### config.mk
export PLATFORM = sky130hd
export DESIGN_NAME = input_threshold_phase_offset_config_regs
export DESIGN_NICKNAME = d
export VERILOG_FILES = /design/src/threshold_regs_pkg.sv /design/src/input_threshold_phase_offset_config_regs.sv
export SDC_FILE = /design/constraint.sdc
export NUM_CORES = 1
export LEC_CHECK = 0
export BUFFER_PORTS_ARGS = -buffer_cell sky130_fd_sc_hd__clkbuf_2
export CORE_ASPECT_RATIO = 1.4
export CORE_MARGIN = 2
export CORE_UTILIZATION = 30
export DETAILED_ROUTE_END_ITERATION = 8
export PLACE_DENSITY_LB_ADDON = 0.08
export SLEW_MARGIN = 10
export SYNTH_ARGS = -nofsm -noshare
export SYNTH_HDL_FRONTEND = slang
export SYNTH_SLANG_ARGS = --single-unit
### constraint.sdc
create_clock -name clk -period 5.2 [get_ports clk]
set_input_delay 1.04 -clock clk [delete_from_list [all_inputs] [get_ports clk]]
set_output_delay 1.04 -clock clk [all_outputs]
set_load 0.01 [all_outputs]
### src/threshold_regs_pkg.sv
// constants for the input-threshold and phase_offset_config command registers
// assumes command codes and word data come from a word-level management engine
package threshold_regs_pkg;
    // ==========================================================
    // command codes
    localparam logic [7:0]  CMD_RESTORE_ALL  = 8'h16;
    localparam logic [7:0]  CMD_TURN_ON      = 8'h35;
    localparam logic [7:0]  CMD_TURN_OFF     = 8'h36;
    localparam logic [7:0]  CMD_PHASE_OFFSET_CONFIG   = 8'h37;
    localparam logic [7:0]  CMD_STATUS_INPUT = 8'h7c;
    // ==========================================================
    // linear word layout
    localparam int          EXP_MSB          = 15;
    localparam int          EXP_LSB          = 11;
    localparam int          MAN_MSB          = 10;
    localparam logic [4:0]  THRESH_EXP_RST   = 5'h1e;
    // thresholds in 0.25 V steps: 2.50 V, 2.25 V, 18.25 V
    localparam logic [10:0] ON_MIN_Q         = 11'h00a;
    localparam logic [10:0] OFF_MIN_Q        = 11'h009;
    localparam logic [10:0] THRESH_MAX_Q     = 11'h049;
    localparam logic [10:0] ON_MAN_RST       = 11'h00a;
    localparam logic [10:0] OFF_MAN_RST      = 11'h009;
    // ==========================================================
    // phase_offset_config word layout
    localparam int          GROUP_MSB        = 11;
    localparam int          GROUP_LSB        = 8;
    localparam int          NUM_MSB          = 7;
    localparam int          NUM_LSB          = 4;
    localparam int          ORDER_MSB        = 3;
    localparam logic [3:0]  NUM_MIN          = 4'h1;
    localparam logic [3:0]  NUM_MAX          = 4'h4;
    localparam logic [15:0] PHASE_OFFSET_CONFIG_RST   = 16'h0010;
    // ==========================================================
    // input status bits
    localparam int          ST_LOW_OFF_BIT   = 3;
    localparam int          ST_LOW_FAULT_BIT = 4;
endpackage : threshold_regs_pkg

### src/input_threshold_phase_offset_config_regs.sv
// input turn-on/off thresholds, low-input status and phase_offset_config phase word
// assumes a word-level command engine on clk; vin, enable and sync come from outside
`timescale 1ns/100ps

module input_threshold_phase_offset_config_regs
    import threshold_regs_pkg::*;
(
    input  wire logic        clk,            // 10 MHz
    input  wire logic        rstn,           // async, active low
    input  wire logic        ce,             // clock enable
    input  wire logic [7:0]  cmd_code,       // command code
    input  wire logic        wr_stb,         // word write strobe
    input  wire logic [15:0] wr_data,        // write word
    input  wire logic        rd_stb,         // word read strobe
    output logic      [15:0] rd_data_q,      // read word
    output logic             rd_valid_q,     // read answer pulse
    output logic             unsupported_q,  // rejected write pulse
    output logic             restore_req_q,  // restore-all request pulse
    input  wire logic        nvm_load,       // restored words valid
    input  wire logic [15:0] nvm_on_word,    // restored turn-on word
    input  wire logic [15:0] nvm_off_word,   // restored turn-off word
    input  wire logic [15:0] nvm_il_word,    // restored phase_offset_config word
    input  wire logic        stack_multi,    // stack setting, multi-phase
    input  wire logic [10:0] power_stage_input_voltage, // sensed, 0.25 V units
    input  wire logic        enable_req,     // conversion enable conditions met
    input  wire logic        sync_in,        // shared sync pin
    output logic             conv_on_q,      // conversion permitted
    output logic             low_input_fault_q, // low-input fault
    output logic             low_off_q,      // off due to low input
    output logic             mod_sync_q      // phase-shifted modulator pulse
);
    // ==========================================================
    // helpers
    function automatic logic [31:0] to_quarters(input logic [15:0] w);
        logic signed [4:0]  e;
        logic        [10:0] m;
        e = signed'(w[EXP_MSB:EXP_LSB]);
        m = w[MAN_MSB:0];
        if (m[10])
            to_quarters = 32'hffff_ffff;
        else if (e >= -5'sd2)
            to_quarters = {21'h0, m} << (e + 5'sd2);
        else
            to_quarters = {21'h0, m} >> (-(e + 5'sd2));
    endfunction : to_quarters
    function automatic logic in_range(input logic [31:0] q, input logic [10:0] lo);
        in_range = (q >= {21'h0, lo}) && (q <= {21'h0, THRESH_MAX_Q});
    endfunction : in_range
    function automatic logic [10:0] clamp_q(input logic [31:0] q, input logic [10:0] lo);
        if (q < {21'h0, lo})
            clamp_q = lo;
        else if (q > {21'h0, THRESH_MAX_Q})
            clamp_q = THRESH_MAX_Q;
        else
            clamp_q = q[10:0];
    endfunction : clamp_q
    function automatic logic il_legal(input logic [15:0] w);
        il_legal = (w[NUM_MSB:NUM_LSB] >= NUM_MIN) && (w[NUM_MSB:NUM_LSB] <= NUM_MAX)
                   && (w[ORDER_MSB:0] < w[NUM_MSB:NUM_LSB]);
    endfunction : il_legal

    // ==========================================================
    // input synchronisers
    logic [10:0] vin_s1_q, vin_s2_q, vin_s3_q, vin_q;
    logic        en_s1_q, en_q, sync_s1_q, sync_q, sync_prev_q;

    always_ff @(posedge clk or negedge rstn) begin
        if (!rstn) begin
            vin_s1_q    <= '0;
            vin_s2_q    <= '0;
            vin_s3_q    <= '0;
            vin_q       <= '0;
            en_s1_q     <= 1'b0;
            en_q        <= 1'b0;
            sync_s1_q   <= 1'b0;
            sync_q      <= 1'b0;
            sync_prev_q <= 1'b0;
        end else if (ce) begin
            vin_s1_q    <= power_stage_input_voltage;
            vin_s2_q    <= vin_s1_q;
            vin_s3_q    <= vin_s2_q;
            if (vin_s2_q == vin_s3_q)                                      // word only once settled
                vin_q   <= vin_s2_q;
            en_s1_q     <= enable_req;
            en_q        <= en_s1_q;
            sync_s1_q   <= sync_in;
            sync_q      <= sync_s1_q;
            sync_prev_q <= sync_q;
        end
    end

    // ==========================================================
    // command registers
    logic [10:0] on_threshold_mantissa_q, on_threshold_mantissa_d;
    logic [10:0] off_threshold_mantissa_q, off_threshold_mantissa_d;
    logic [15:0] il_q, il_d;
    logic        il_locked_q, il_locked_d, stack_seen_q, stack_seen_d;
    logic [15:0] rd_data_d;
    logic        rd_valid_d, unsupported_d, restore_req_d;
    logic [31:0] wr_quarters;

    always_comb begin
        on_threshold_mantissa_d  = on_threshold_mantissa_q;
        off_threshold_mantissa_d = off_threshold_mantissa_q;
        il_d          = il_q;
        il_locked_d   = il_locked_q;
        stack_seen_d  = 1'b1;
        rd_data_d     = rd_data_q;
        rd_valid_d    = 1'b0;
        unsupported_d = 1'b0;
        restore_req_d = 1'b0;
        wr_quarters   = to_quarters(wr_data);
        if (!stack_seen_q)
            il_locked_d = stack_multi;
        if (nvm_load) begin
            on_threshold_mantissa_d  = clamp_q(to_quarters(nvm_on_word), ON_MIN_Q);
            off_threshold_mantissa_d = clamp_q(to_quarters(nvm_off_word), OFF_MIN_Q);
            if (il_legal(nvm_il_word))
                il_d = {4'h0, nvm_il_word[GROUP_MSB:0]};
        end else if (wr_stb) begin
            case (cmd_code)
                CMD_TURN_ON: begin
                    if (in_range(wr_quarters, ON_MIN_Q))
                        on_threshold_mantissa_d = wr_quarters[10:0];
                    else
                        unsupported_d = 1'b1;
                end
                CMD_TURN_OFF: begin
                    if (in_range(wr_quarters, OFF_MIN_Q))
                        off_threshold_mantissa_d = wr_quarters[10:0];
                    else
                        unsupported_d = 1'b1;
                end
                CMD_PHASE_OFFSET_CONFIG: begin
                    if (!il_locked_q && il_legal(wr_data))
                        il_d = {4'h0, wr_data[GROUP_MSB:0]};
                    else
                        unsupported_d = 1'b1;
                end
                CMD_RESTORE_ALL: restore_req_d = 1'b1;
                default: unsupported_d = 1'b1;
            endcase
        end
        if (rd_stb) begin
            rd_valid_d = 1'b1;
            case (cmd_code)
                CMD_TURN_ON:      rd_data_d = {THRESH_EXP_RST, on_threshold_mantissa_q};
                CMD_TURN_OFF:     rd_data_d = {THRESH_EXP_RST, off_threshold_mantissa_q};
                CMD_PHASE_OFFSET_CONFIG:   rd_data_d = il_q;
                CMD_STATUS_INPUT: begin
                    rd_data_d = 16'h0000;
                    rd_data_d[ST_LOW_OFF_BIT]   = low_off_q;
                    rd_data_d[ST_LOW_FAULT_BIT] = low_input_fault_q;
                end
                default:          rd_data_d = 16'h0000;
            endcase
        end
    end

    always_ff @(posedge clk or negedge rstn) begin
        if (!rstn) begin
            on_threshold_mantissa_q  <= ON_MAN_RST;
            off_threshold_mantissa_q <= OFF_MAN_RST;
            il_q          <= PHASE_OFFSET_CONFIG_RST;
            il_locked_q   <= 1'b0;
            stack_seen_q  <= 1'b0;
            rd_data_q     <= '0;
            rd_valid_q    <= 1'b0;
            unsupported_q <= 1'b0;
            restore_req_q <= 1'b0;
        end else if (ce) begin
            on_threshold_mantissa_q  <= on_threshold_mantissa_d;
            off_threshold_mantissa_q <= off_threshold_mantissa_d;
            il_q          <= il_d;
            il_locked_q   <= il_locked_d;
            stack_seen_q  <= stack_seen_d;
            rd_data_q     <= rd_data_d;
            rd_valid_q    <= rd_valid_d;
            unsupported_q <= unsupported_d;
            restore_req_q <= restore_req_d;
        end
    end

    // ==========================================================
    // conversion permit and low-input status
    logic conv_on_d, armed_q, armed_d, low_fault_d, low_off_d;
    logic above_on, below_off;

    always_comb begin
        above_on    = vin_q > on_threshold_mantissa_q;
        below_off   = vin_q < off_threshold_mantissa_q;
        conv_on_d   = conv_on_q;
        if (above_on)
            conv_on_d = 1'b1;
        else if (below_off)
            conv_on_d = 1'b0;
        armed_d     = armed_q | above_on;
        low_fault_d = armed_q & below_off;
        low_off_d   = en_q & below_off;
    end

    always_ff @(posedge clk or negedge rstn) begin
        if (!rstn) begin
            conv_on_q         <= 1'b0;
            armed_q           <= 1'b0;
            low_input_fault_q <= 1'b0;
            low_off_q         <= 1'b0;
        end else if (ce) begin
            conv_on_q         <= conv_on_d;
            armed_q           <= armed_d;
            low_input_fault_q <= low_fault_d;
            low_off_q         <= low_off_d;
        end
    end

    // ==========================================================
    // phase delay: fire when acc (step = size) reaches period * order
    logic [7:0]  per_cnt_q, per_cnt_d, period_q, period_d;
    logic [11:0] acc_q, acc_d, target;
    logic        fired_q, fired_d, mod_sync_d, sync_rise;

    always_comb begin
        sync_rise  = sync_q & ~sync_prev_q;
        target     = {4'h0, period_q} * {8'h00, il_q[ORDER_MSB:0]};
        per_cnt_d  = (per_cnt_q == 8'hff) ? per_cnt_q : per_cnt_q + 8'h01;
        period_d   = period_q;
        acc_d      = (acc_q > 12'hff0) ? acc_q : acc_q + {8'h00, il_q[NUM_MSB:NUM_LSB]};
        fired_d    = fired_q;
        mod_sync_d = 1'b0;
        if (sync_rise) begin
            period_d  = per_cnt_q;
            per_cnt_d = 8'h01;
            acc_d     = {8'h00, il_q[NUM_MSB:NUM_LSB]};                    // first step counts now
            fired_d   = 1'b0;
            if (il_q[ORDER_MSB:0] == 4'h0) begin
                mod_sync_d = 1'b1;
                fired_d    = 1'b1;
            end
        end else if (!fired_q && acc_q >= target) begin
            mod_sync_d = 1'b1;
            fired_d    = 1'b1;
        end
    end

    always_ff @(posedge clk or negedge rstn) begin
        if (!rstn) begin
            per_cnt_q  <= '0;
            period_q   <= '0;
            acc_q      <= '0;
            fired_q    <= 1'b1;
            mod_sync_q <= 1'b0;
        end else if (ce) begin
            per_cnt_q  <= per_cnt_d;
            period_q   <= period_d;
            acc_q      <= acc_d;
            fired_q    <= fired_d;
            mod_sync_q <= mod_sync_d;
        end
    end

    // ==========================================================
    // checks
    property p_on_range;
        @(posedge clk) disable iff (!rstn)
        (on_threshold_mantissa_q >= ON_MIN_Q) && (on_threshold_mantissa_q <= THRESH_MAX_Q);
    endproperty
    a_on_range: assert property (p_on_range) else $error("turn-on out of range");
    property p_off_range;
        @(posedge clk) disable iff (!rstn)
        (off_threshold_mantissa_q >= OFF_MIN_Q) && (off_threshold_mantissa_q <= THRESH_MAX_Q);
    endproperty
    a_off_range: assert property (p_off_range) else $error("turn-off out of range");
    property p_reject;
        @(posedge clk) disable iff (!rstn)
        ce && wr_stb && !nvm_load && cmd_code == CMD_TURN_ON
            && !in_range(to_quarters(wr_data), ON_MIN_Q)
        |=> unsupported_q && $stable(on_threshold_mantissa_q);
    endproperty
    a_reject: assert property (p_reject) else $error("bad turn-on accepted");
    property p_top_zero;
        @(posedge clk) disable iff (!rstn) il_q[15:12] == 4'h0;
    endproperty
    a_top_zero: assert property (p_top_zero) else $error("phase_offset_config top bits set");
    property p_il_legal;
        @(posedge clk) disable iff (!rstn) il_legal(il_q);
    endproperty
    a_il_legal: assert property (p_il_legal) else $error("illegal phase_offset_config");
    property p_locked;
        @(posedge clk) disable iff (!rstn)
        il_locked_q && !nvm_load |=> $stable(il_q);
    endproperty
    a_locked: assert property (p_locked) else $error("locked phase_offset_config changed");
    property p_lock_fixed;
        @(posedge clk) disable iff (!rstn) stack_seen_q |=> $stable(il_locked_q);
    endproperty
    a_lock_fixed: assert property (p_lock_fixed) else $error("lock re-evaluated");
    property p_mask;
        @(posedge clk) disable iff (!rstn) !armed_q |=> !low_input_fault_q;
    endproperty
    a_mask: assert property (p_mask) else $error("fault before first turn-on");
    property p_permit;
        @(posedge clk) disable iff (!rstn)
        ce && vin_q > on_threshold_mantissa_q |=> conv_on_q;
    endproperty
    a_permit: assert property (p_permit) else $error("no turn-on above threshold");
    property p_low_off;
        @(posedge clk) disable iff (!rstn)
        ce && en_q && vin_q < off_threshold_mantissa_q
        |=> low_off_q && conv_on_q == $past(vin_q > on_threshold_mantissa_q);
    endproperty
    a_low_off: assert property (p_low_off) else $error("low input not reported");
    property p_read_on;
        @(posedge clk) disable iff (!rstn)
        ce && rd_stb && cmd_code == CMD_TURN_ON
        |=> rd_valid_q && rd_data_q[EXP_MSB:EXP_LSB] == THRESH_EXP_RST;
    endproperty
    a_read_on: assert property (p_read_on) else $error("turn-on exponent wrong");
endmodule : input_threshold_phase_offset_config_regs

==> results of run 1 <==
[critical path: stages (launching register included)]
cell,delay (ps)
sky130_fd_sc_hd__dfrtp_1,540
sky130_fd_sc_hd__nand2_1,140
sky130_fd_sc_hd__fa_1,550
sky130_fd_sc_hd__inv_1,50
sky130_fd_sc_hd__fa_1,490
sky130_fd_sc_hd__ha_1,310
sky130_fd_sc_hd__a21o_1,180
sky130_fd_sc_hd__a21oi_1,220
sky130_fd_sc_hd__o21ai_0,120
sky130_fd_sc_hd__a21oi_1,230
sky130_fd_sc_hd__o21bai_1,100
sky130_fd_sc_hd__a21oi_1,240
sky130_fd_sc_hd__o21bai_1,90
sky130_fd_sc_hd__a21oi_1,190
sky130_fd_sc_hd__xor2_1,100
sky130_fd_sc_hd__ha_1,300
sky130_fd_sc_hd__o2111ai_1,110
sky130_fd_sc_hd__o21a_1,220
sky130_fd_sc_hd__o41ai_1,240
[Yosys cell counts, types with 6 or more instances]
master | count | area [um2]
sky130_fd_sc_hd__or2_2 | 9 | 56.3
sky130_fd_sc_hd__o21ai_0 | 93 | 465
sky130_fd_sc_hd__dfrtp_1 | 129 | 3230
sky130_fd_sc_hd__o211ai_1 | 6 | 45.0
sky130_fd_sc_hd__buf_6 | 6 | 67.6
sky130_fd_sc_hd__o22ai_1 | 7 | 43.8
sky130_fd_sc_hd__and3_1 | 10 | 62.6
sky130_fd_sc_hd__o21ai_1 | 7 | 35.0
sky130_fd_sc_hd__a211oi_1 | 11 | 82.6
sky130_fd_sc_hd__o21a_1 | 11 | 82.6
sky130_fd_sc_hd__nor3_1 | 20 | 100
sky130_fd_sc_hd__nand2b_1 | 14 | 87.6
sky130_fd_sc_hd__a22o_1 | 10 | 87.6
sky130_fd_sc_hd__buf_2 | 21 | 105
sky130_fd_sc_hd__nor2b_1 | 19 | 119
sky130_fd_sc_hd__and2_1 | 32 | 200
sky130_fd_sc_hd__a22oi_1 | 9 | 67.6
sky130_fd_sc_hd__xnor2_1 | 30 | 263
sky130_fd_sc_hd__nand3_1 | 30 | 150
sky130_fd_sc_hd__xor2_1 | 18 | 158
sky130_fd_sc_hd__nand2_1 | 134 | 503
sky130_fd_sc_hd__and3b_1 | 6 | 52.6
sky130_fd_sc_hd__a21oi_1 | 71 | 355
sky130_fd_sc_hd__or3_1 | 8 | 50.1
sky130_fd_sc_hd__mux2_2 | 74 | 833
sky130_fd_sc_hd__mux2i_1 | 69 | 691
sky130_fd_sc_hd__o31a_1 | 6 | 52.6
sky130_fd_sc_hd__fa_1 | 13 | 260
sky130_fd_sc_hd__a21o_1 | 18 | 135
sky130_fd_sc_hd__a31oi_1 | 14 | 87.6
sky130_fd_sc_hd__dfstp_2 | 6 | 158
sky130_fd_sc_hd__nor2_1 | 69 | 259
sky130_fd_sc_hd__buf_1 | 6 | 22.5
sky130_fd_sc_hd__inv_1 | 75 | 282
sky130_fd_sc_hd__clkbuf_1 | 53 | 199
sky130_fd_sc_hd__mux2_4 | 7 | 105
sky130_fd_sc_hd__nand4_1 | 17 | 106
sky130_fd_sc_hd__buf_4 | 7 | 52.6
sky130_fd_sc_hd__mux4_2 | 21 | 473
sky130_fd_sc_hd__nor4_1 | 8 | 50.1
sky130_fd_sc_hd__ha_1 | 67 | 838
sky130_fd_sc_hd__nor3b_1 | 7 | 52.6
[final cells by class]
cell class	count	area share
clock inverter	14	0.0101
tap	534	0.0482
inverter	78	0.0215
sequential	135	0.244
timing repair buffer	137	0.0548
clock buffer	18	0.0309
antenna	1	0.000180
multi-input combinational	1063	0.590
[worst paths after layout]
path                       cells after the start  slack [ps]                       end                     start
hold reg to reg                                2         480  rd_data_q[0]$_DFFE_PN0P_  rd_data_q[0]$_DFFE_PN0P_
setup / recovery                              18         680    mod_sync_q$_DFFE_PN0P_       il_q[3]$_DFFE_PN0P_
max in group asynchronous                      2        3360       il_q[4]$_DFFE_PN1P_                      rstn
min in group asynchronous                      1         710   vin_s1_q[0]$_DFFE_PN0P_                      rstn
hold / removal                                 2         480  rd_data_q[0]$_DFFE_PN0P_  rd_data_q[0]$_DFFE_PN0P_
setup reg to reg                              18         680    mod_sync_q$_DFFE_PN0P_       il_q[3]$_DFFE_PN0P_
[sequential cells by signal, summed over array words and instances (netlist names), 11 cells and up]
| name | count |
|---|---|
| on_threshold_mantissa_q | 11 |
| vin_s1_q | 11 |
| il_q | 12 |
| vin_s2_q | 11 |
| off_threshold_mantissa_q | 11 |
| rd_data_q | 13 |
| acc_q | 12 |
| vin_s3_q | 11 |
| vin_q | 11 |
[logic make-up (layout without fill, tap and decap cells)]
family                   count (synthesis)  count (layout)  synth area share
XOR/XNOR                                49              49            0.0355
other                                    0               1                 0
adder cells (fa/ha/maj)                 82              82            0.0910
AND/OR/NAND/NOR                        403             403             0.165
buffers and inverters                  171             247            0.0605
flip-flops                             135             135             0.275
AO/OA/AOI/OAI                          353             353             0.193
multiplexers                           176             176             0.180
[layer usage]
metal  GRT usage  up-vias  part of all wire
li1            -     5126                 -
met1       0.221     5070              0.44
met2       0.314      184              0.51
met3      0.0297       43             0.033
met4      0.0488        6             0.019
met5           0        -            0.0013
[power breakdown]
part	total, mW	switching (mW)	internal, mW
Sequential	1.41	0.195	1.22
Combinational	1.31	0.716	0.599
Clock	1.20	0.530	0.670
Total	3.93	1.44	2.49
==> results.cfg, run 1 <==
[timing]
final-max-slew-violation-count = 0
worst_slew_pin_slew_ps = 1020
timing.final.hold_violations = 0
max_clock_freq_ghz = 0.221
setup-violations-final = 0
max_slew_margin = 0.320
grt_setup_unrepaired = false
fin_ws_ps = 679
fin_tns_setup_ps = 0
post-route-min-period_ps = 4520
finalClockSkew_ps = 9.50
final_min_period_over_clock_period = 0.869
final_worst_hold_slack_ps = 483

[grt]
grt_antenna_before_repair = 4
grt_start_max_net_pins = 105
first_global_vias = 10600
groute.usage.overall = 0.178
wire_length_of_the_first_global_routing_pass_um = 60000
grt-ovfl-total = 0

[logic_synthesis]
postSynth.topFlopCell = sky130_fd_sc_hd__dfrtp_1
netlist_instances = 1369
avgSynthCellArea_um2 = 8.99
synth_sequential_area_ratio = 0.275
syn-cell-area_um2 = 12300
synth_warnings = 0
flop_and_latch_count_out_of_synthesis = 135
synthArstFlopShare = 1.00
synth_cell_types = 100
synth_enable_flop_cells = 0
syn_nets = 1541

[routing]
num_vias = 10400
detailedRoute.firstPassIterationCount = 5
postRouteWirelength_um = 37100
drc = 0
detail_route.vias_per_cell = 5.27
detail_route.iter0.violations = 569
average_routed_wire_per_standard_cell_um = 18.7
route.antenna.remaining_nets = 0

[layout]
mostFrequentLayoutCells = sky130_fd_sc_hd__nand2_1 (134), sky130_fd_sc_hd__dfrtp_1 (129), sky130_fd_sc_hd__clkbuf_2 (109), sky130_fd_sc_hd__o21ai_0 (93), sky130_fd_sc_hd__inv_1 (75)
area_of_combinational_cells_with_multiple_inputs_um2 = 8190
final_cell_count_no_fill = 1980
drive_gt1_frac = 0.218
seq_area_um2 = 3390
final_layout_fill_cell_count = 4253
postLayoutCoreUtil = 0.343
final_common_cell = sky130_fd_sc_hd__nand2_1
layout-area-overhead-vs-synth_pct = 12.7
final_design_area_no_fill_um2 = 13900
num-nets-final = 1604

[place]
post-place-cells = 1947
post-place-ws_ps = 597
globalplace.congestion = 0.850
place.port_buffers = 110
placed_cell_area_um2 = 13300
hpwl_um = 28600

[outcome]
run_status = completed

[cts]
cts.path.max_buffers = 2
root_buffer = sky130_fd_sc_hd__clkbuf_16
tritoncts.num_buffers = 17
htreeDepth = 4
clkTransAtPathRegs_ps = 70
post_cts.resized_instances = 0
cts.repair_timing.setup_buffer_count = 0
cts.sinks = 135
post_cts_hold_buffer_count = 0
tritoncts = yes
clk-insertion-delay-late_ps = 440

[setup_path]
critical_path_peak_fanout = 11
critical_path_required_ps = 5530
crit_type = reg2reg
critical_path.endpoint_type = register
timing.critical_path.from_type = register
critPathArrivalTime_ps = 4850

[power_and_ir_drop]
finalPower_mw = 3.93
power.density_nw_per_um2 = 283
vdd.ir_drop.worst_uv = 247
leakagePower_nw = 6.16

[hold_path]
worst_hold_path_type = reg2reg

[floorplanning]
chipHeight_um = 244
initial_utilization = 0.305
placementRows = 87
core-area_um2 = 40400
die_x_um = 175
top_level_ports = 115
dieArea_um2 = 42700

[run]
drv.max_cap_violation_count = 0
No activity file was read; power rests on OpenSTA's default activity.
==> run 2, diff against run 1 <==
--- a/config.mk
+++ b/config.mk
@@ -5,12 +5,16 @@
 export SDC_FILE = /design/constraint.sdc
 export NUM_CORES = 1
 export LEC_CHECK = 0
+export ABC_AREA = 1
 export BUFFER_PORTS_ARGS = -buffer_cell sky130_fd_sc_hd__clkbuf_2
+export CELL_PAD_IN_SITES_DETAIL_PLACEMENT = 0
+export CELL_PAD_IN_SITES_GLOBAL_PLACEMENT = 1
 export CORE_ASPECT_RATIO = 1.4
 export CORE_MARGIN = 2
 export CORE_UTILIZATION = 30
 export DETAILED_ROUTE_END_ITERATION = 8
 export PLACE_DENSITY_LB_ADDON = 0.08
+export SKIP_CTS_REPAIR_TIMING = 1
 export SLEW_MARGIN = 10
 export SYNTH_ARGS = -nofsm -noshare
 export SYNTH_HDL_FRONTEND = slang
==> run 2 against run 1 <==
Net effect: synthesized area rose by 1.1%; final area increased by 1.1%; wire length up 15%; largest cell class unchanged.
==> results.cfg, run 2 <==
[floorplanning]
die_x_um = 176
chipHeight_um = 245
core-area_um2 = 41100
top_level_ports = 115
dieArea_um2 = 43100
placementRows = 88
initial_utilization = 0.303

[setup_path]
critical_path.cell_chain = buf_4 > nand2_1 > inv_1 > fa_1 > inv_1 > fa_1 > inv_1 > ha_1 > a21oi_1 > o21ai_0 > a21oi_1 > o21ai_0 > a21o_1 > nand2_1 > nand2_1 > a21oi_1 > xor2_1 > ha_1 > a21oi_1 > o21ai_0 > nand3_1 > nand2_1 > o21ai_0 > o21ai_0
regToRegStartpoint = il_q[3]$_DFFE_PN0P_
crit_path_frequent_cell = sky130_fd_sc_hd__o21ai_0
r2r.worst_path.cells = 24
startpoint = il_q[3]$_DFFE_PN0P_
worst_path_max_delay_cell = sky130_fd_sc_hd__fa_1
worst_r2r_endpoint = fired_q$_DFFE_PN1P_
setup.reg_to_reg.worst_slack_ps = 710
critPathArrivalTime_ps = 4840
critical_path_peak_fanout = 10
crit_type = reg2reg
critical_path.endpoint_type = register
max_stage_delay_ps = 530
critical_path_required_ps = 5550
timing.critical_path.from_type = register

[logic_synthesis]
syn_nets = 2155
synth_warnings = 0
post-synth-top-count-cell = sky130_fd_sc_hd__nand2_1
synth_top_cell_by_area = sky130_fd_sc_hd__dfrtp_1
flop_and_latch_count_out_of_synthesis = 135
netlist_instances = 1983
postSynth.topFlopCell = sky130_fd_sc_hd__dfrtp_1
synth_sequential_area_ratio = 0.272
synth_cell_types = 53
synthArstFlopShare = 1.00
main_area_contributors_after_synthesis = sky130_fd_sc_hd__dfrtp_1 (26%), sky130_fd_sc_hd__nand2_1 (21%), sky130_fd_sc_hd__nand3_1 (11%)
synth_enable_flop_cells = 0
syn-cell-area_um2 = 12400
most_numerous_cell_types_in_the_synthesized_netlist = sky130_fd_sc_hd__nand2_1 (681), sky130_fd_sc_hd__nand3_1 (264), sky130_fd_sc_hd__inv_1 (232), sky130_fd_sc_hd__nor2_1 (131), sky130_fd_sc_hd__dfrtp_1 (129)
avgSynthCellArea_um2 = 6.27
synth_top_area_share = 0.259

[timing]
timing.final.hold_violations = 0
fin_tns_setup_ps = 0
setup-violations-final = 0
grt_setup_unrepaired = false
final-max-slew-violation-count = 0
max_clock_freq_ghz = 0.223
post-route-min-period_ps = 4490
fin_ws_ps = 711
finalClockSkew_ps = 13.6
worst_slew_pin_slew_ps = 994
max_slew_margin = 0.331
final_min_period_over_clock_period = 0.863

[cts]
tritoncts = yes
tritoncts.num_buffers = 17
root_buffer = sky130_fd_sc_hd__clkbuf_16
clkTransAtPathRegs_ps = 60
htreeDepth = 4
clk-insertion-delay-late_ps = 430
cts.path.max_buffers = 2
cts.sinks = 135

[layout]
layout-area-overhead-vs-synth_pct = 12.7
final_design_area_no_fill_um2 = 14000
largest-register = rd_data_q
reg.largest.list = rd_data_q: 13 flops, acc_q: 12 flops, il_q: 12 flops
num-nets-final = 2233
final_common_cell = sky130_fd_sc_hd__nand2_1
antenna_cells = 0
final_layout_fill_cell_count = 4660
largest_reg_flops = 13
final_cell_count_no_fill = 2614
drive_gt1_frac = 0.111
mostFrequentLayoutCells = sky130_fd_sc_hd__nand2_1 (681), sky130_fd_sc_hd__nand3_1 (264), sky130_fd_sc_hd__inv_1 (232), sky130_fd_sc_hd__nor2_1 (131), sky130_fd_sc_hd__dfrtp_1 (129)

[hold_path]
hold_path.startpoint = armed_q$_DFFE_PN0P_
timing.hold.worst_endpoint = armed_q$_DFFE_PN0P_
worstHoldPathCells = 2
worst_hold_path_type = reg2reg

[routing]
average_routed_wire_per_standard_cell_um = 16.3
num_vias = 12600
detail_route.iter0.violations = 698
detail_route.vias_per_cell = 4.83
detailedRoute.firstPassIterationCount = 6
postRouteWirelength_um = 42500
route.antenna.remaining_nets = 0
drc = 0

[place]
post-place-cells = 2582
place.port_buffers = 110
post-place-ws_ps = 698
hpwl_um = 34400
placed_cell_area_um2 = 13400
globalplace.congestion = 0.846

[power_and_ir_drop]
internal_power_contribution_mw = 2.60
power.net_switching_mw = 1.74
vdd.ir_drop.worst_uv = 255
leakagePower_nw = 7.50
power.share.combinational = 0.402
pwr-share-clk = 0.279
power.sequential.fraction = 0.319
power.density_nw_per_um2 = 310
sw_frac_of_total = 0.401

[grt]
wire_length_of_the_first_global_routing_pass_um = 67700
first_global_vias = 12500
groute.usage.overall = 0.200
grt_antenna_before_repair = 0
grt-ovfl-total = 0
grt_start_max_net_pins = 93

[run]
drv.max_cap_violation_count = 0

[outcome]
run_status = completed
run 2: cell types whose count changed after synthesis, moves of 21 or more:
cell	change
sky130_fd_sc_hd__and2_1	-32
sky130_fd_sc_hd__inv_1	+157
sky130_fd_sc_hd__mux2_2	-74
sky130_fd_sc_hd__mux2i_1	-69
sky130_fd_sc_hd__mux4_2	-21
sky130_fd_sc_hd__nand2_1	+547
sky130_fd_sc_hd__nand3_1	+234
sky130_fd_sc_hd__nor2_1	+62
sky130_fd_sc_hd__o21ai_0	+27
sky130_fd_sc_hd__xnor2_1	-24
run 2: routing by layer:
metal	wire length, um	track usage
met5	0	0
met4	1020	0.0583
met3	790	0.0180
met2	23400	0.391
met1	17300	0.225
run 2: power groups by stage:
stage | combinational, mW | sequential, mW | clock (mW)
3_3_place_gp | 1.74 | 1.40 | 0
4_1_cts | 1.78 | 1.39 | 1.25
3_5_place_dp | 1.76 | 1.41 | 0
5_1_grt | 2.03 | 1.41 | 1.29
6_report | 1.75 | 1.39 | 1.21
2_1_floorplan | 1.29 | 1.35 | 0
run 2: per-stage QoR:
step | hold WS (ps) | util | power (mW)
2_1_floorplan | 434 | - | 2.64
3_3_place_gp | 448 | 0.327 | 3.15
3_5_place_dp | 451 | 0.327 | 3.17
4_1_cts | 467 | 0.341 | 4.41
5_1_grt | 492 | 0.341 | 4.74
6_report | 464 | 0.341 | 4.35
run 2: worst max path at each step:
| stage | depth (start not counted) | endpoint |
|---|---|---|
| 2_1_floorplan | 20 | fired_q$_DFFE_PN1P_ |
| 3_3_place_gp | 19 | fired_q$_DFFE_PN1P_ |
| 3_5_place_dp | 24 | fired_q$_DFFE_PN1P_ |
| 4_1_cts | 24 | fired_q$_DFFE_PN1P_ |
| 5_1_grt | 19 | fired_q$_DFFE_PN1P_ |
| 6_report | 24 | fired_q$_DFFE_PN1P_ |
run 2: cell type report:
| class | count | area (um2) | area share |
|---|---|---|---|
| Clock buffer | 24 | 482 | 0.0344 |
| Clock inverter | 8 | 98.8 | 0.00705 |
| Inverter | 247 | 930 | 0.0663 |
| Multi-Input combinational cell | 1532 | 7750 | 0.553 |
| Sequential cell | 135 | 3390 | 0.242 |
| Tap cell | 540 | 676 | 0.0482 |
| Timing Repair Buffer | 128 | 692 | 0.0494 |
run 2: cells by family after synthesis:
logic type	after synthesis	synth area share
AO/OA/AOI/OAI	249	0.111
adder cells (fa/ha/maj)	80	0.0883
AND/OR/NAND/NOR	1189	0.414
buffers and inverters	316	0.105
XOR/XNOR	14	0.00985
flip-flops	135	0.272
run 2: critical path, delay by kind of cell, from the launching register on:
kind | cells | cell delay [ps]
AND/OR/NAND/NOR | 5 | 320
adder cells (fa/ha/maj) | 4 | 1640
flip-flops | 1 | 370
AO/OA/AOI/OAI | 10 | 1590
buffers and inverters | 4 | 320
XOR/XNOR | 1 | 180
==> run 3, diff against run 2 <==
--- a/config.mk
+++ b/config.mk
@@ -13,6 +13,7 @@
 export CORE_MARGIN = 2
 export CORE_UTILIZATION = 30
 export DETAILED_ROUTE_END_ITERATION = 8
+export GPL_TIMING_DRIVEN = 0
 export PLACE_DENSITY_LB_ADDON = 0.08
 export SKIP_CTS_REPAIR_TIMING = 1
 export SLEW_MARGIN = 10
==> constraint.sdc (replaced) <==
create_clock -name clk -period 3.7 [get_ports clk]
set_input_delay 0.74 -clock clk [delete_from_list [all_inputs] [get_ports clk]]
set_output_delay 0.74 -clock clk [all_outputs]
set_load 0.01 [all_outputs]
==> run 3 against run 2 <==
Net effect: the run now ends with setup timing left; sequential cell count unchanged; global-route usage is 0.75 points higher; clock skew decreased by 6.3 ps; worst hold slack lost 180 ps; sequential power grew 41%; die area stayed put; combinational power rose by 62%; fmax grew 14%; clock power grew 57%; first-iteration DRC count rose by 0.86%; non-clock buffer count increased by 56.
==> results.cfg, run 3 (synthesized netlist as in run 2, its figures left out) <==
[layout]
layout-area-overhead-vs-synth_pct = 17.1
drive_gt1_frac = 0.137
largest_reg_flops = 13
final_cell_count_no_fill = 2670
final_layout_fill_cell_count = 4625
largest-register = rd_data_q
reg.largest.list = rd_data_q: 13 flops, acc_q: 12 flops, il_q: 12 flops
antenna_cells = 0
postLayoutCoreUtil = 0.355
num-nets-final = 2289
final_common_cell = sky130_fd_sc_hd__nand2_1
mostFrequentLayoutCells = sky130_fd_sc_hd__nand2_1 (677), sky130_fd_sc_hd__nand3_1 (264), sky130_fd_sc_hd__inv_1 (221), sky130_fd_sc_hd__nor2_1 (131), sky130_fd_sc_hd__dfrtp_1 (126)

[run]
drv.max_cap_violation_count = 0

[grt]
grt_antenna_before_repair = 0
global_route.peak_usage_layer = met2
first_global_vias = 12900
grt.met1_usage = 0.226
grt_start_max_net_pins = 77
grt-ovfl-total = 0
globalRouteMet3Util = 0.0180
wire_length_of_the_first_global_routing_pass_um = 70000
use_met2 = 0.413
groute.usage.overall = 0.207

[floorplanning]
chipHeight_um = 245
top_level_ports = 115
placementRows = 88
initial_utilization = 0.303
core-area_um2 = 41100
die_x_um = 176
dieArea_um2 = 43100

[routing]
postRouteWirelength_um = 44500
average_routed_wire_per_standard_cell_um = 16.7
drc = 0
detail_route.iter0.violations = 704
detail_route.vias_per_cell = 4.88
route.antenna.remaining_nets = 0
num_vias = 13000
detailedRoute.firstPassIterationCount = 5

[setup_path]
critical_path.cell_chain = buf_6 > nand2_4 > inv_2 > fa_1 > inv_2 > fa_1 > inv_2 > ha_4 > a21oi_2 > o21ai_1 > a21oi_2 > o21ai_1 > a21o_1 > nand2_1 > nand2_1 > a21oi_2 > xor2_1 > ha_1 > a21oi_2 > o21ai_2 > nand3_1 > nand2_1 > o21ai_2 > nand2_1
critical_path_peak_fanout = 8
critical_path.endpoint_type = register
critical_path_required_ps = 4020
setup.reg_to_reg.worst_slack_ps = -240
crit_type = reg2reg
max_stage_delay_ps = 520
worst_path_max_delay_cell = sky130_fd_sc_hd__fa_1
timing.critical_path.from_type = register
critPathArrivalTime_ps = 4260

[timing]
finalClockSkew_ps = 7.25
final-max-slew-violation-count = 0
timing.final.hold_violations = 0
setup-violations-final = 2
grt_setup_unrepaired = true
max_slew_margin = 0.282
fin_ws_ps = -242
max_clock_freq_ghz = 0.254
final_min_period_over_clock_period = 1.07
worst_slew_pin_slew_ps = 1070
post-route-min-period_ps = 3940

[place]
hpwl_um = 36900
post-place-cells = 2630
place.port_buffers = 106
globalplace.congestion = 0.868
post-place-ws_ps = -548

[cts]
cts.path.max_buffers = 2
clkTransAtPathRegs_ps = 60
htreeDepth = 4
root_buffer = sky130_fd_sc_hd__clkbuf_16
tritoncts.num_buffers = 17
cts.sinks = 135
clk-insertion-delay-late_ps = 430
tritoncts = yes

[outcome]
failed_checks = setup timing
run_status = complete, but fails checks

[power_and_ir_drop]
power.density_nw_per_um2 = 459
vdd.ir_drop.worst_uv = 336
leakagePower_nw = 7.70

[hold_path]
worst_hold_path_type = in2async
==> run 3: cell types whose count changed in the layout (fill, tap and decap cells not counted), sizes merged <==
cell,before,now
bufinv,2,5
inv,244,247
clkbuf,133,156
clkinvlp,2,3
buf,19,45
==> run 3: stage by stage <==
stage / setup TNS, ps / hold WS, ps / instance area (um2) / total power [mW]
after global routing: -1070 / 309 / 14600 / 7.24
after detailed placement: -1090 / 452 / 13800 / 4.60
after global placement: -64880 / 450 / 13700 / 4.58
after floorplan: -37.6 / 434 / 12500 / 3.79
after CTS: -1120 / 293 / 14400 / 6.54
final: -477 / 286 / 14600 / 6.69
==> run 3: path summary, 6_finish.rpt <==
| kind | start | end | cells past startpoint |
|---|---|---|---|
| min in group clk | off_threshold_mantissa_q[3]$_DFFE_PN1P_ | off_threshold_mantissa_q[3]$_DFFE_PN1P_ | 2 |
| max in group asynchronous | rstn | period_q[4]$_DFFE_PN0P_ | 2 |
| setup / recovery | il_q[2]$_DFFE_PN0P_ | mod_sync_q$_DFFE_PN0P_ | 24 |
| hold / removal | rstn | vin_s2_q[8]$_DFFE_PN0P_ | 1 |
| setup reg to reg | il_q[2]$_DFFE_PN0P_ | mod_sync_q$_DFFE_PN0P_ | 24 |
| hold reg to reg | off_threshold_mantissa_q[3]$_DFFE_PN1P_ | off_threshold_mantissa_q[3]$_DFFE_PN1P_ | 2 |
==> run 3: cell type report <==
class / instances / area, um2 / share of cell area
Multi-Input combinational cell: 1532 / 7910 / 0.543
Clock inverter: 15 / 225 / 0.0155
Timing Repair Buffer: 116 / 632 / 0.0434
Tap cell: 540 / 676 / 0.0464
Clock buffer: 17 / 425 / 0.0292
Sequential cell: 135 / 3390 / 0.233
Buffer: 68 / 387 / 0.0265
Inverter: 247 / 930 / 0.0638
==> run 3: routing by layer <==
layer | vias to the layer above | share of wire | routed length [um]
li1 | 6696 | - | -
met1 | 6103 | 0.40 | 17800
met2 | 192 | 0.56 | 24900
met3 | 47 | 0.017 | 753
met4 | 0 | 0.025 | 1130
met5 | - | 0 | 0
==> run 3: power by group <==
group	leakage [nW]	internal, mW	switching [mW]
sequential	1.72	1.73	0.230
clock	0.312	1.20	0.696
combinational	5.67	1.07	1.76
total	7.70	4.00	2.69
==> run 3: worst max-delay path, delay by kind of cell (launching register included) <==
| family | cells | cell delay, ps |
|---|---|---|
| and+or+nand+nor | 6 | 400 |
| xor gates and xnor gates | 1 | 170 |
| AOI/OAI and AO/OA | 9 | 1040 |
| adders and majority gates | 4 | 1570 |
| DFF | 1 | 380 |
| buffers and inverters | 4 | 270 |
